### src/verilog/tpg_pkg.sv
/*
  Shared constants, register map and mode type for the data channel test
  pattern generator.
  Assumes a single clock domain and a 32-bit APB register port.
*/
package tpg_pkg;

  // structure defaults
  localparam int NUM_CH_DEF = 8;
  localparam int WORD_W_DEF = 10;

  // register byte offsets
  localparam logic [11:0] ADDR_CTRL = 12'h000;
  localparam logic [11:0] ADDR_STATUS = 12'h004;
  localparam logic [11:0] ADDR_LINES = 12'h008;
  localparam logic [11:0] ADDR_SEED_BASE = 12'h040;
  localparam logic [11:0] ADDR_WORD_BASE = 12'h080;

  // control register fields
  localparam int CTRL_INJECT_BIT = 0;
  localparam int CTRL_INC_BIT = 1;
  localparam int CTRL_PRBS_BIT = 2;
  localparam int CTRL_FRAME_BIT = 3;
  localparam int CTRL_EIGHT_BIT = 4;
  localparam int CTRL_W = 5;

  // status register fields
  localparam int STAT_MODE_LSB = 0;
  localparam int STAT_TEST_BIT = 4;
  localparam int STAT_WINDOW_BIT = 5;

  // reset values
  localparam logic [CTRL_W-1:0] CTRL_RESET = 5'h00;
  localparam int SEED_RESET = 0;
  localparam logic [15:0] LINES_RESET = 16'h0000;

  // bits dropped from each generated word in 8-bit output
  localparam int DROP_LSBS = 2;

  // prbs feedback taps for the default word width (x^10 + x^7 + 1)
  localparam int PRBS_TAPS_DEF = 'h240;

  typedef enum logic [3:0] {
    MODE_NORMAL = 4'b0001,
    MODE_FIXED = 4'b0010,
    MODE_INC = 4'b0100,
    MODE_PRBS = 4'b1000
  } mode_e;

  function automatic mode_e mode_decode(input logic inject,
                                        input logic inc,
                                        input logic prbs);
    if (prbs) begin
      return MODE_PRBS;
    end else if (inject && inc) begin
      return MODE_INC;
    end else if (inject) begin
      return MODE_FIXED;
    end
    return MODE_NORMAL;
  endfunction : mode_decode

endpackage : tpg_pkg

### src/verilog/tpg_channel.sv
/*
  One data channel's pattern source: fixed word, incrementing word or
  prbs word, all built from the channel's own seed.
  Assumes the parent decides when a word is consumed (advance) and when
  a line starts (reload); same clock as the parent.
*/
module tpg_channel #(
  parameter int WORD_W = tpg_pkg::WORD_W_DEF,
  parameter logic [WORD_W-1:0] PRBS_TAPS = WORD_W'(tpg_pkg::PRBS_TAPS_DEF)
) (
  // clock and reset
  input wire logic pclk,
  input wire logic presetn,
  // control from the parent
  input wire logic [WORD_W-1:0] seed,
  input wire tpg_pkg::mode_e mode,
  input wire logic advance,
  input wire logic reload,
  // current pattern word
  output logic [WORD_W-1:0] word
);
  import tpg_pkg::*;

  typedef struct packed {
    logic [WORD_W-1:0] word;
  } chan_s;

  chan_s r;
  chan_s next_r;

  localparam logic [WORD_W-1:0] WORD_MAX = {WORD_W{1'b1}};

  // one whole word of lfsr shifts per output word; an all-zero state
  // stays zero, so a zero seed yields no random data
  function automatic logic [WORD_W-1:0] prbs_step(
    input logic [WORD_W-1:0] s);
    logic [WORD_W-1:0] v;
    logic fb;
    v = s;
    fb = 1'b0;
    for (int i = 0; i < WORD_W; i++) begin
      fb = ^(v & PRBS_TAPS);
      v = {v[WORD_W-2:0], fb};
    end
    return v;
  endfunction : prbs_step

  always_comb begin
    next_r = r;
    unique case (mode)
      MODE_NORMAL, MODE_FIXED: begin
        // holding the seed here means a mode entered from normal or fixed starts from it
        next_r.word = seed;
      end
      MODE_INC: begin
        if (reload) begin
          next_r.word = seed;
        end else if (advance) begin
          if (r.word == WORD_MAX) begin
            next_r.word = seed;
          end else begin
            next_r.word = r.word + 1'b1;
          end
        end
      end
      MODE_PRBS: begin
        if (advance) begin
          next_r.word = prbs_step(r.word);
        end
      end
    endcase
  end

  always_ff @(posedge pclk or negedge presetn) begin
    if (!presetn) begin
      r <= '0;
    end else begin
      r <= next_r;
    end
  end

  assign word = r.word;

endmodule : tpg_channel

### src/verilog/tpg_top.sv
/*
  Test pattern injection for the serial data channels, with its APB
  register file. Generated words replace the converter stream either
  inside the line windows or continuously.
  Assumes the sequencer and the converter path run on pclk; their
  markers and the normal stream (training words included) arrive
  already aligned, and a downstream unit fills the checksum slot when
  out_crc_slot is high.
*/
// The implementer's own choices: the address map and the APB register port.
// Summary of operation
// - in fixed mode each channel repeats its own programmed word.
// - in increment mode the channel word rises by one per output word.
// - past its maximum the incrementing word restarts from its seed.
// - framed increment mode also restarts from the seed at line start.
// - prbs mode sends a sequence seeded by each channel's own word.
// - unframed prbs is an unbroken stream with no training or gaps.
// - prbs mode fills the checksum slot with one more prbs word.
// - every channel has its own independent generator.
// - prbs wins, then inject with increment, then inject, then normal.
// - framed, test data sits only inside windows, plus the checksum slot in prbs mode; checksum kept otherwise.
// - unframed, generated data replaces the whole output stream.
// - 8-bit output drops the two low bits of each generated word.
module tpg_top #(
  parameter int NUM_CH = tpg_pkg::NUM_CH_DEF,
  parameter int WORD_W = tpg_pkg::WORD_W_DEF
) (
  // clock and reset
  input wire logic pclk,
  input wire logic presetn,
  // apb slave
  input wire logic psel,
  input wire logic penable,
  input wire logic pwrite,
  input wire logic [11:0] paddr,
  input wire logic [31:0] pwdata,
  input wire logic [3:0] pstrb,
  output logic [31:0] prdata,
  output logic pready,
  output logic pslverr,
  // sequencer markers and the normal channel stream
  input wire logic line_start,
  input wire logic in_window,
  input wire logic crc_slot,
  input wire logic [NUM_CH*WORD_W-1:0] src_data,
  // channel stream towards the serialisers
  output logic [NUM_CH*WORD_W-1:0] out_data,
  output logic out_crc_slot,
  output logic out_test
);
  import tpg_pkg::*;

  typedef struct packed {
    logic [CTRL_W-1:0] ctrl;
    logic [NUM_CH-1:0][WORD_W-1:0] seed;
    logic [15:0] lines;
    logic [31:0] prdata;
    logic pready;
    logic pslverr;
    logic [NUM_CH-1:0][WORD_W-1:0] out_data;
    logic out_crc_slot;
    logic out_test;
  } state_s;

  state_s r;
  state_s next_r;

  mode_e mode;
  logic framed;
  logic eight_bit;
  logic gen_slot;
  logic advance;
  logic reload;
  logic [NUM_CH-1:0][WORD_W-1:0] gen_word;
  logic [NUM_CH-1:0][WORD_W-1:0] src_word;

  // byte-lane merge of a write into an existing register value
  function automatic logic [31:0] apply_strb(input logic [31:0] old,
                                             input logic [31:0] wdata,
                                             input logic [3:0] strb);
    logic [31:0] v;
    v = old;
    for (int b = 0; b < 4; b++) begin
      if (strb[b]) begin
        v[b*8 +: 8] = wdata[b*8 +: 8];
      end
    end
    return v;
  endfunction : apply_strb

  // shapes a generated word for the selected output width
  function automatic logic [WORD_W-1:0] fmt_word(
    input logic [WORD_W-1:0] w,
    input logic eight);
    if (eight) begin
      return w >> DROP_LSBS;
    end
    return w;
  endfunction : fmt_word

  // the increment select alone leaves normal data; see mode_decode
  assign mode = mode_decode(r.ctrl[CTRL_INJECT_BIT],
                            r.ctrl[CTRL_INC_BIT],
                            r.ctrl[CTRL_PRBS_BIT]);
  assign framed = r.ctrl[CTRL_FRAME_BIT];
  assign eight_bit = r.ctrl[CTRL_EIGHT_BIT];
  assign src_word = src_data;

  // a generated word goes out in this slot; framed prbs also takes the
  // checksum slot, unframed test data takes every slot
  always_comb begin
    if (mode == MODE_NORMAL) begin
      gen_slot = 1'b0;
    end else if (!framed) begin
      gen_slot = 1'b1;
    end else if (in_window) begin
      gen_slot = 1'b1;
    end else if (crc_slot && mode == MODE_PRBS) begin
      gen_slot = 1'b1;
    end else begin
      gen_slot = 1'b0;
    end
  end

  assign advance = gen_slot;
  assign reload = framed && line_start;

  // one generator per channel, each with its own seed and state
  for (genvar c = 0; c < NUM_CH; c++) begin : g_chan
    tpg_channel #(
      .WORD_W(WORD_W)
    ) u_chan (
      .pclk(pclk),
      .presetn(presetn),
      .seed(r.seed[c]),
      .mode(mode),
      .advance(advance),
      .reload(reload),
      .word(gen_word[c])
    );
  end

  always_comb begin
    logic [31:0] merged;
    logic hit;
    merged = '0;
    hit = 1'b0;
    next_r = r;
    next_r.pready = 1'b0;
    next_r.pslverr = 1'b0;

    // apb: one wait state, then pready with registered read data
    if (psel && penable && !r.pready) begin
      next_r.pready = 1'b1;
      next_r.prdata = '0;
      if (paddr == ADDR_CTRL) begin
        hit = 1'b1;
        next_r.prdata[CTRL_W-1:0] = r.ctrl;
      end else if (paddr == ADDR_STATUS) begin
        hit = 1'b1;
        next_r.prdata[STAT_MODE_LSB +: 4] = mode;
        next_r.prdata[STAT_TEST_BIT] = r.out_test;
        next_r.prdata[STAT_WINDOW_BIT] = in_window;
      end else if (paddr == ADDR_LINES) begin
        hit = 1'b1;
        next_r.prdata[15:0] = r.lines;
      end
      for (int c = 0; c < NUM_CH; c++) begin
        if (paddr == ADDR_SEED_BASE + 12'(4 * c)) begin
          hit = 1'b1;
          next_r.prdata[WORD_W-1:0] = r.seed[c];
        end
        if (paddr == ADDR_WORD_BASE + 12'(4 * c)) begin
          hit = 1'b1;
          next_r.prdata[WORD_W-1:0] = gen_word[c];
        end
      end
      // unmapped addresses answer with an error and zero data
      next_r.pslverr = !hit;
    end

    // writes land at the completing edge only
    if (psel && penable && r.pready && pwrite && !r.pslverr) begin
      if (paddr == ADDR_CTRL) begin
        merged = apply_strb(32'(r.ctrl), pwdata, pstrb);
        next_r.ctrl = merged[CTRL_W-1:0];
      end
      for (int c = 0; c < NUM_CH; c++) begin
        if (paddr == ADDR_SEED_BASE + 12'(4 * c)) begin
          merged = apply_strb(32'(r.seed[c]), pwdata, pstrb);
          next_r.seed[c] = merged[WORD_W-1:0];
        end
      end
    end

    // line counter for software visibility; a counter write is ignored
    if (line_start) begin
      next_r.lines = r.lines + 16'h0001;
    end

    // output stream selection
    next_r.out_test = gen_slot;
    if (gen_slot) begin
      for (int c = 0; c < NUM_CH; c++) begin
        next_r.out_data[c] = fmt_word(gen_word[c], eight_bit);
      end
      next_r.out_crc_slot = 1'b0;
    end else begin
      // outside windows the normal stream carries the training words
      next_r.out_data = src_word;
      // unframed test data never hands a slot to the checksum unit
      next_r.out_crc_slot = crc_slot && (mode == MODE_NORMAL || framed);
    end
  end

  always_ff @(posedge pclk or negedge presetn) begin
    if (!presetn) begin
      r <= '0;
      r.ctrl <= CTRL_RESET;
      r.seed <= {NUM_CH{WORD_W'(SEED_RESET)}};
      r.lines <= LINES_RESET;
    end else begin
      r <= next_r;
    end
  end

  assign prdata = r.prdata;
  assign pready = r.pready;
  assign pslverr = r.pslverr;
  assign out_data = r.out_data;
  assign out_crc_slot = r.out_crc_slot;
  assign out_test = r.out_test;

endmodule : tpg_top
### config.mk
export PLATFORM = sky130hd
export DESIGN_NAME = tpg_top
export DESIGN_NICKNAME = d
export VERILOG_FILES = /design/src/verilog/tpg_pkg.sv /design/src/verilog/tpg_channel.sv /design/src/verilog/tpg_top.sv
export SDC_FILE = /design/constraint.sdc
export NUM_CORES = 1
export LEC_CHECK = 0
export ABC_AREA = 0
export BUFFER_PORTS_ARGS = -buffer_cell sky130_fd_sc_hd__buf_2
export CAP_MARGIN = 0
export CORE_MARGIN = 4
export CORE_UTILIZATION = 45
export DETAILED_ROUTE_END_ITERATION = 16
export GPL_TIMING_DRIVEN = 0
export PLACE_DENSITY = 0.63
export SYNTH_ARGS = -nofsm -noshare
export SYNTH_HDL_FRONTEND = slang
export SYNTH_SLANG_ARGS = --single-unit
### constraint.sdc
create_clock -name pclk -period 4.5 [get_ports pclk]
set_input_delay 0.9 -clock pclk [delete_from_list [all_inputs] [get_ports pclk]]
set_output_delay 0.9 -clock pclk [all_outputs]
set_load 0.1 [all_outputs]
### Word-level counts from Yosys, hierarchy flattened

Index checks and enable logic that the tools add are counted.

| storage, ports and cells | value |
|---|---|
| register bits | 281 |
| word-level logic and storage cells | 305 |

| cells by class | value |
|---|---|
| add/subtract/negate cells | 9 |
| equality and inequality tests | 32 |
| mux-type cells | 112 |
| reductions and logical operators | 113 |

Operator list:

| cell | count |
|---|---|
| XOR reduction 10 bit | 80 |
| two-way mux 10 bit | 65 |
| one-hot mux 10 bit (3 select lines) | 8 |
| == test 12 x 7 -> 1 bit (second input constant) | 8 |
| == test 12 x 8 -> 1 bit (second input constant) | 8 |
| two-way mux 81 bit | 1 |
| adder 10 x 1 -> 10 bit (second input constant) | 8 |
| == test 10 bit (second input constant) | 8 |
| AND reduction 3 bit | 17 |
| two-way mux 1 bit | 29 |
| adder 16 x 1 -> 16 bit (second input constant) | 1 |
| two-way mux 16 bit | 1 |
| two-way mux 4 bit | 4 |
| == test 12 x 3 -> 1 bit (second input constant) | 1 |
| == test 12 x 4 -> 1 bit (second input constant) | 1 |
| logical NOT 12 bit | 1 |
| two-way mux 11 bit | 1 |
| logical AND 1 bit | 9 |
| two-way mux 6 bit | 1 |
| two-way mux 5 bit | 1 |
| == test 4 x 1 -> 1 bit (second input constant) | 1 |
| == test 4 x 2 -> 1 bit (second input constant) | 1 |
| == test 4 x 3 -> 1 bit (second input constant) | 1 |
| == test 4 bit (second input constant) | 1 |
| other kinds (7) | 9 |

### Logic depth before layout (Yosys ltp)

Gate-level depths: netlist (run 1).

| logic depth | value |
|---|---|
| depth in word-level cells | 23 |
| mapped depth | 9 |
| depth with buffers taken out | 7 |

### Cells and area by module

From an unflattened synthesis (run 1), not the netlist that was laid out.

| second synthesis, totals | value |
|---|---|
| cell total of the unflattened synthesis | 2147 |
| area, all modules | 19608.8 um^2 |

By module, submodules not included:

| module | times used | cells an instance | area each (um^2) | seq. area each (um^2) |
|---|---|---|---|---|
| tpg_top | 1 | 1106 | 11043.1 | 5029.8 |
| tpg_channel (g_chan[1].u_chan ...) | 7 | 129 | 1058.5 | 250.2 |
| tpg_channel (g_chan[0].u_chan) | 1 | 138 | 1156.1 | 250.2 |

### Worst setup path before layout (run 1)

OpenSTA, ideal clock, no wires.

| timing | value |
|---|---|
| kind | input to register |
| start point | input port paddr[1] |
| end point | register, netlist name r[143] |
| data arrival time | 2.500 ns |
| required time | 4.375 ns |
| path slack | 1.875 ns |
| cell stages on the path | 7 |
| path through | buf_6 -> or4b_1 -> buf_6 -> nor2_8 -> nand2_1 -> nor2_4 -> mux2_2 |

| between the ends | value |
|---|---|
| cells in the longest elaborated chain, start to end | 2 |

Ends and longest elaborated chain:

| what | line | RTL |
|---|---|---|
| start: declaration | tpg_top.sv:35 | `input wire logic [11:0] paddr,` |
| == test 12 x 7 -> 1 bit | tpg_top.sv:189 | `if (paddr == ADDR_SEED_BASE + 12'(4 * c)) begin` |
| AND reduction 3 bit (no line) | - |  |

No other way between the ends.
A chain may end at the register's enable or synchronous reset.

### Final worst setup path (run 1)

| timing | value |
|---|---|
| start point | register r[214] (netlist bit) |
| end point | register g_chan[1].u_chan.r, in the netlist g_chan[1].u_chan.word[6] |

| between the ends | value |
|---|---|
| cells in the longest elaborated chain, start to end | 10 |
| elaborated cells on any way between the ends | 17 |
| those cells by class | eq/ne (6); mux (8); reduce/logical (3) |

Ends and longest elaborated chain:

| what | line | RTL |
|---|---|---|
| start: declaration | tpg_top.sv:65 | `state_s r;` |
| start signal: assignment | tpg_top.sv:223 | `r <= next_r;` |
| two-way mux 4 bit or two-way mux 1 bit (tied branches) | tpg_pkg.sv:53 | `if (prbs) begin` |
| two-way mux 4 bit * | tpg_pkg.sv:60 | `return MODE_NORMAL;` |
| == test 4 bit | tpg_channel.sv:50, tpg_top.sv:118 |  |
| logical AND 1 bit | tpg_top.sv:118 | `end else if (crc_slot && mode == MODE_PRBS) begin` |
| two-way mux 1 bit | tpg_top.sv:118 |  |
| two-way mux 1 bit | tpg_top.sv:116 | `end else if (in_window) begin` |
| two-way mux 1 bit | tpg_top.sv:114 | `end else if (!framed) begin` |
| two-way mux 1 bit | tpg_top.sv:112 | `if (mode == MODE_NORMAL) begin` |
| inequality test 3 x 2 -> 1 bit (no line) or inequality test 2 bit (tied branches) | - |  |
| AND reduction 2 bit (no line) | - |  |
| end signal: assignment | tpg_channel.sv:78 | `r <= next_r;` |
| end: declaration | tpg_channel.sv:28 | `chan_s r;` |

Every way passes the cells marked *; elsewhere a longest branch is shown, timed or not.

==> impl_metrics.csv, run 1 <==
group,metric,value,unit
outcome,run_status,"finished, final reports clean",
route,wl_per_cell,29.2,microns
cts,clk_pin_slew_worst_paths,60,ps
route,wl_met1,34900,microns
route,ant_nets,0,
yosys,yosys_warnings,0,
timing,worst_pin_slew,1190,ps
yosys,async_reset_ff_share,100,%
route,remaining_drc_errors,0,
route,route.met3.wl,10800,microns
cts,cts_root_buffer,"clkbuf_16",
yosys,yosysSeqAreaShare,37.8,%
yosys,synth.distinct_cells,90,
cts,clock_sinks,281,
timing,fin_skew,15.3,ps
cts,h-tree-depth,2,
route,drtPass1Iterations,6,
grt,grt_max_degree,99,
timing,relSlewSlack,20.7,%
finish,drive_gt1_share,23.5,%
power,peakVddDrop,0.000434,V
die,core_area,40800,sq um
grt,grt_remaining_overflow,0,
yosys,ys_ff_latch,281,
cts,numCtsBuffers,36,
finish,syn2layout_area_growth,16.1,%
placement,portBuffers,208,
route,first_iter_violations,2599,
job,cap_violations,0,
die,die-area,44700,sq um
finish,nFillCells,3919,
worst_setup_path,start_kind,"flip-flop",
timing,finalSetupViolations,0,
yosys,syn_area,18600,sq um
placement,place_congestion,1.03,
cts,hold_buffers,0,
grt,grt_first_pass_wirelength,124000,microns
power,power.total,15100,uW
worst_hold_path,hold_path.class,"input port to async pin",
worst_setup_path,cp_data_required_time,4920,ps
route,dr_wl_met2,36500,microns
route,top_layer,"met4",
die,io_pins,252,
placement,hpwlAfterDp,64700,microns
worst_setup_path,arrival,4010,ps
timing,slew_violations,0,
power,powerDensity,700,nW/um^2
worst_setup_path,end_kind,"flip-flop",
grt,track_usage,37.7,%
yosys,synth_top_cell_area_share,37.8,%
finish,layout.nets,2541,
die,row_count,74,
yosys,synth_area_leader_cell,"dfrtp_1",
route,wl,86400,microns
cts,clkLatencyLatePin,560,ps
cts,cts.path.max_buffers,3,
die,die_height,211,microns
cts,cts_resized,0,
yosys,syn_inst,2133,
cts,cts_setup_buffers,0,
worst_setup_path,cp_max_fo,10,
route,num_vias,19000,
yosys,synth-edff-count,0,
cts,cts_tree,"done",
timing,fmax,0.278,GHz
yosys,synth_ff_type,"dfrtp_1",
grt,grt_pass1_vias,18000,
grt,antenna_found_initial,2,
yosys,syn_avg_cell_area,8.73,sq um
timing,hold_violations,0,
timing,min_period_over_period,79.8,%
timing,fin_tns_setup,0,ps
die,dieWidth,211,microns
yosys,synthTopCellsByArea,"dfrtp_1, o21ai_0, nand2_1",
die,initial_core_util,45.6,%
timing,period_minus_slack,3590,ps
route,via_per_inst,6.42,
worst_setup_path,setup.worst_path.class,"flip-flop to flip-flop",
timing,grt_setup_unrepaired,"false",
power,p_leak,0.00906,uW
## worst paths after layout
check / cells after the start / slack, ps / to / start
max: 6 / 910 / g_chan[1].u_chan.word[6]$_DFFE_PN0P_ / r[214]$_DFFE_PN0P_
min: 1 / 350 / out_data[57]$_DFF_PN0_ / presetn
max reg2reg: 6 / 910 / g_chan[1].u_chan.word[6]$_DFFE_PN0P_ / r[214]$_DFFE_PN0P_
min reg2reg: 1 / 480 / r[131]$_DFFE_PN0P_ / r[131]$_DFFE_PN0P_
max in group asynchronous: 3 / 2720 / r[145]$_DFFE_PN0P_ / presetn
min in group pclk: 1 / 480 / r[131]$_DFFE_PN0P_ / r[131]$_DFFE_PN0P_
## placed cells by master, fill, tap and decap left out, types with 21 or more instances in the layout
cell       count
a21oi_1      123
a221oi_1      21
a22oi_1       36
a31oi_1       22
buf_2        265
buf_4        114
clkbuf_1     123
clkbuf_16     37
dfrtp_1      281
inv_1         24
mux2_2        83
mux2i_1       81
nand2_1      251
nand3_1       67
nor2_1       101
nor3_1        41
o21ai_0      216
o22ai_1       28
xnor2_1       55
xor2_1        22
## stage by stage
| stage | cell area [sq um] | worst slack [ps] | util (%) | cells | hold slack [ps] |
|---|---|---|---|---|---|
| floorplan | 18700 | 1870 | - | 2148 | 446 |
| global placement | 20400 | -2820 | 49.9 | 2888 | 468 |
| detailed placement | 20400 | 853 | 50.1 | 2890 | 474 |
| CTS | 21600 | 1190 | 52.9 | 2952 | 378 |
| global route | 21600 | 1070 | 52.9 | 2952 | 407 |
| finish | 21600 | 907 | 52.9 | 2955 | 346 |
## area by class of cell
type	count	area [sq um]	area share [%]
clock inverter	16	150	0.695
timing repair buffer	210	1110	5.12
tap	532	666	3.08
antenna	3	7.51	0.0347
inverter	26	97.6	0.452
sequential	281	7030	32.5
buffer	313	1720	7.94
multi-input combinational	1528	9820	45.5
clock buffer	46	1010	4.67
## metal layers
layer  GRT usage [%]  up-vias
met4            15.1        0
met2            55.9     1362
met1            53.6     9183
met3            9.04      270
met5               0        -
li1                -     8151
## state kept, by name, summed over array words and instances, names as in the netlist
name,flops
eight_bit,1
out_data,80
pready,1
framed,1
out_test,1
out_crc_slot,1
pslverr,1
prdata,16
g_chan.u_chan.word,80
r,99
## report_power, final
part           leakage [uW]  internal (uW)  total [uW]  switching (uW)
Clock              0.000562           1700        2910            1210
Combinational       0.00502           2330        8430            6100
Sequential          0.00348           3320        3780             459
Total               0.00906           7360       15100            7760
## synthesized netlist by cell type (6+ instances only)
| master | instances |
|---|---|
| buf_2 | 58 |
| o21ai_0 | 216 |
| xnor2_1 | 55 |
| and2_1 | 9 |
| buf_4 | 114 |
| o32ai_1 | 6 |
| o211ai_1 | 12 |
| mux2_2 | 83 |
| o31ai_1 | 14 |
| a221o_1 | 10 |
| inv_1 | 24 |
| o2bb2ai_1 | 8 |
| nor2_4 | 6 |
| a32oi_1 | 12 |
| o22ai_1 | 28 |
| nand3_1 | 67 |
| and3_1 | 20 |
| nand3b_1 | 20 |
| nand4_1 | 18 |
| buf_1 | 14 |
| a31oi_1 | 22 |
| nand2b_1 | 20 |
| a221oi_1 | 21 |
| nor3b_1 | 7 |
| a211oi_1 | 12 |
| or3_1 | 12 |
| nor3_1 | 41 |
| a22o_1 | 15 |
| nor4_1 | 11 |
| a311oi_1 | 6 |
| nand2_1 | 251 |
| o311ai_0 | 6 |
| nor2_1 | 101 |
| a32o_1 | 6 |
| xor2_1 | 22 |
| clkbuf_1 | 119 |
| a21oi_1 | 123 |
| ha_1 | 9 |
| dfrtp_1 | 281 |
| a22oi_1 | 36 |
| nor2b_1 | 12 |
| mux2i_1 | 81 |
| o21a_1 | 11 |
## worst max-delay path, cell delays in order, from the launching register on
cell      delay [ps]
dfrtp_1          570
buf_2            450
buf_1            760
clkbuf_1         680
nand2_1          530
o22ai_1          370
a21oi_1           70
## cell families (layout without fill, tap and decap cells)
| group | count (synthesis) | count (layout) | synth area share, % |
|---|---|---|---|
| buffers and inverters | 339 | 611 | 9.75 |
| muxes | 165 | 165 | 9.46 |
| DFF | 281 | 281 | 37.8 |
| AOI/OAI and AO/OA | 618 | 618 | 21.1 |
| and+or+nand+nor | 643 | 643 | 17.6 |
| adders and majority gates | 9 | 9 | 0.605 |
| other | 1 | 19 | 0.0201 |
| xor gates and xnor gates | 77 | 77 | 3.62 |
No activity file was read; power rests on OpenSTA's default activity.
==> run 2, diff against run 1 <==
--- a/config.mk
+++ b/config.mk
@@ -5,14 +5,14 @@
 export SDC_FILE = /design/constraint.sdc
 export NUM_CORES = 1
 export LEC_CHECK = 0
-export ABC_AREA = 0
+export ABC_AREA = 1
 export BUFFER_PORTS_ARGS = -buffer_cell sky130_fd_sc_hd__buf_2
 export CAP_MARGIN = 0
 export CORE_MARGIN = 4
 export CORE_UTILIZATION = 45
 export DETAILED_ROUTE_END_ITERATION = 16
 export GPL_TIMING_DRIVEN = 0
-export PLACE_DENSITY = 0.63
+export PLACE_DENSITY = 0.66
 export SYNTH_ARGS = -nofsm -noshare
 export SYNTH_HDL_FRONTEND = slang
 export SYNTH_SLANG_ARGS = --single-unit
==> constraint.sdc (replaced) <==
create_clock -name pclk -period 2.9 [get_ports pclk]
set_input_delay 0.58 -clock pclk [delete_from_list [all_inputs] [get_ports pclk]]
set_output_delay 0.58 -clock pclk [all_outputs]
set_load 0.1 [all_outputs]
==> impl_metrics.csv, run 2 <==
group,metric,value,unit
timing,min_period_over_period,102,%
worst_setup_path,arrival,3420,ps
power,powerDensity,462,nW/um^2
timing,fmax,0.337,GHz
outcome,run_status,"finished, violations left",
yosys,async_reset_ff_share,100,%
yosys,synth_compound_area_share,18.7,%
placement,portBuffers,211,
yosys,synth_adder_area_share,0.632,%
route,drtPass1Iterations,7,
timing,slew_violations,11,
yosys,ys_ff_latch,281,
finish,layout.nets,2883,
power,clkPwrFrac,45.6,%
cts,cts_root_buffer,"clkbuf_16",
finish,num_antenna_cells,0,
grt,grt_max_degree,115,
yosys,synth_top_cell_area_share,39.4,%
yosys,synthTopCellsByCount,"nand2_1, dfrtp_1, nor2_1",
cts,cts.path.max_buffers,3,
route,via_per_inst,5.71,
route,wl,74600,microns
worst_setup_path,start_kind,"flip-flop",
yosys,synth_top_family_by_area,"simple AND/OR/NAND/NOR gates",
cts,h-tree-depth,2,
finish,final_common_cell,"nand2_1",
die,die-area,42900,sq um
finish,regMostFlops,"r",
yosys,yosys_warnings,0,
worst_setup_path,timing.rr.end,"g_chan[1].u_chan.word[3]$_DFFE_PN0P_",
yosys,synth-simple-area-share,23.9,%
die,dieWidth,207,microns
cts,clock_sinks,281,
yosys,syn_avg_cell_area,7.21,sq um
die,row_count,72,
die,io_pins,252,
timing,period_minus_slack,2970,ps
finish,drive_gt1_share,17.9,%
power,power.switching,2740,uW
placement,placed_cell_area,19700,sq um
cts,numCtsBuffers,34,
worst_setup_path,r2r-start,"r[214]$_DFFE_PN0P_",
die,core_area,38900,sq um
grt,antenna_found_initial,11,
grt,grt_remaining_overflow,0,
worst_setup_path,end_kind,"flip-flop",
worst_setup_path,crit_slowest_cell,"clkbuf_1",
grt,track_usage,33.6,%
timing,finalSetupViolations,16,
job,cap_violations,1,
yosys,syn_inst,2474,
timing,grt_setup_unrepaired,"true",
yosys,yosysMostFrequentCell,"nand2_1",
yosys,synth-xor-area-share,3.83,%
yosys,synth.distinct_cells,53,
route,first_iter_violations,2603,
cts,clkLatencyLatePin,560,ps
timing,fin_ws,-68.7,ps
yosys,synth_mux_area_share,0,%
timing,hold_slack,74.8,ps
finish,layout_common_cells,"nand2_1, dfrtp_1, nor2_1",
route,wl_per_cell,22.8,microns
yosys,synth_ff_type,"dfrtp_1",
power,p_int,6880,uW
finish,syn2layout_area_growth,16.8,%
power,p_sw_share,28.5,%
worst_setup_path,rrSetupSlack,-70,ps
finish,utilization,53.5,%
power,p_comb_share,11.8,%
placement,dpl.cell_count,3220,
cts,clk_pin_slew_worst_paths,60,ps
yosys,syn_area,17800,sq um
yosys,synth_area_leader_cell,"dfrtp_1",
grt,grt_pass1_vias,17700,
timing,hold_violations,0,
finish,finalNonFillerCells,3277,
worst_setup_path,cp_data_required_time,3350,ps
yosys,synth-edff-count,0,
die,initial_core_util,45.8,%
worst_setup_path,cp_max_fo,10,
die,die_height,207,microns
finish,fin_area,20800,sq um
timing,worst_pin_slew,1510,ps
timing,relSlewSlack,-0.447,%
yosys,synthTopCellsByArea,"dfrtp_1, nand2_1, o21ai_0",
route,remaining_drc_errors,0,
power,peakVddDrop,0.000364,V
power,p_seq_share,42.7,%
worst_setup_path,max_stage_delay,790,ps
power,p_leak,0.00954,uW
route,ant_nets,0,
placement,place_congestion,0.997,
worst_setup_path,setup.worst_path.class,"flip-flop to flip-flop",
worst_setup_path,path_cells,"buf_2 -> nor3_2 -> nor2_2 -> inv_2 -> nand2_1 -> clkbuf_1 -> nor2_1 -> a41oi_1",
cts,hold_buffers,0,
worst_setup_path,reg2reg_depth,8,
yosys,yosysSeqAreaShare,39.4,%
worst_hold_path,hold_path.class,"input port to async pin",
grt,grt_first_pass_wirelength,111000,microns
route,num_vias,18700,
cts,cts_tree,"done",
finish,largest_reg_flops,99,
outcome,violations,"max-capacitance violations, max-slew violations, negative setup slack",
placement,hpwlAfterDp,52700,microns
timing,fin_skew,23.0,ps
==> run 2: cell count changes after synthesis, sizes merged, moves of 27 or more <==
cell | before | now
nand2 | 251 | 612
inv | 25 | 247
nor2 | 112 | 263
mux2 | 84 | 0
mux2i | 81 | 0
a31oi | 22 | 84
xor2 | 22 | 61
xnor2 | 55 | 17
buf | 191 | 156
o21ai | 223 | 258
clkbuf | 122 | 95
==> run 2: cell families after synthesis <==
| group | Yosys count |
|---|---|
| XOR/XNOR | 78 |
| flip-flops | 281 |
| AND/OR/NAND/NOR | 1035 |
| AO/OA/AOI/OAI | 571 |
| other | 1 |
| adder cells (fa/ha/maj) | 9 |
| buffers and inverters | 499 |
==> run 2: repair_timing <==
| item | CTS | global route |
|---|---|---|
| setup buffers | 0 | 1 |
| endpoints found under the setup margin | 146 | 66 |
| pin swaps | 0 | 8 |
| gates resized for setup | 9 | 40 |
==> run 2: power by group through the flow <==
stage | Clock, uW | Combinational [uW] | Sequential (uW)
6_report | 4380 | 1130 | 4100
3_3_place_gp | 0 | 1110 | 4170
4_1_cts | 4400 | 1140 | 4100
3_5_place_dp | 0 | 1130 | 4170
2_1_floorplan | 0 | 816 | 4170
5_1_grt | 4560 | 1200 | 4110
==> run 2: cell type report <==
type	instances	area, sq um
Clock buffer	46	1000
Tap cell	518	648
Multi-Input combinational cell	1709	8470
Buffer	250	1510
Inverter	248	931
Fill cell	3938	18100
Clock inverter	11	110
Sequential cell	281	7030
Timing Repair Buffer	214	1130
==> run 2: worst max path at each step <==
stage,start,endpoint,depth (start not counted)
floorplan,pready$_DFF_PN0_,r[138]$_DFFE_PN0P_,7
global placement,presetn,out_data[52]$_DFF_PN0_,1
detailed placement,crc_slot,out_data[75]$_DFF_PN0_,7
CTS,framed$_DFFE_PN0P_,g_chan[2].u_chan.word[7]$_DFFE_PN0P_,7
global route,r[214]$_DFFE_PN0P_,g_chan[5].u_chan.word[6]$_DFFE_PN0P_,8
finish,r[214]$_DFFE_PN0P_,g_chan[1].u_chan.word[3]$_DFFE_PN0P_,8
==> run 2: routing by layer <==
layer / track usage, % / vias to the layer above / share of wire, %
met5: 0 / - / 0.10
met3: 7.38 / 210 / 11
met2: 48.9 / 1130 / 41
met4: 15.7 / 10 / 5.3
li1: - / 8535 / -
met1: 48.0 / 8843 / 42
==> run 2: critical path, delay by kind of cell, from the launching register on <==
kind	cells	cell delay, ps
flops	1	310
simple gates	4	1070
buf+inv	3	1260
compound gates	1	210
==> run 2: per-stage QoR <==
| stage | power (uW) | setup TNS (ps) | setup slack [ps] |
|---|---|---|---|
| 2_1_floorplan | 4980 | 0 | 585 |
| 3_3_place_gp | 5290 | -1244110 | -4190 |
| 3_5_place_dp | 5310 | -76970 | -930 |
| 4_1_cts | 9640 | 0 | 18.3 |
| 5_1_grt | 9880 | -118 | -28.6 |
| 6_report | 9620 | -441 | -68.7 |
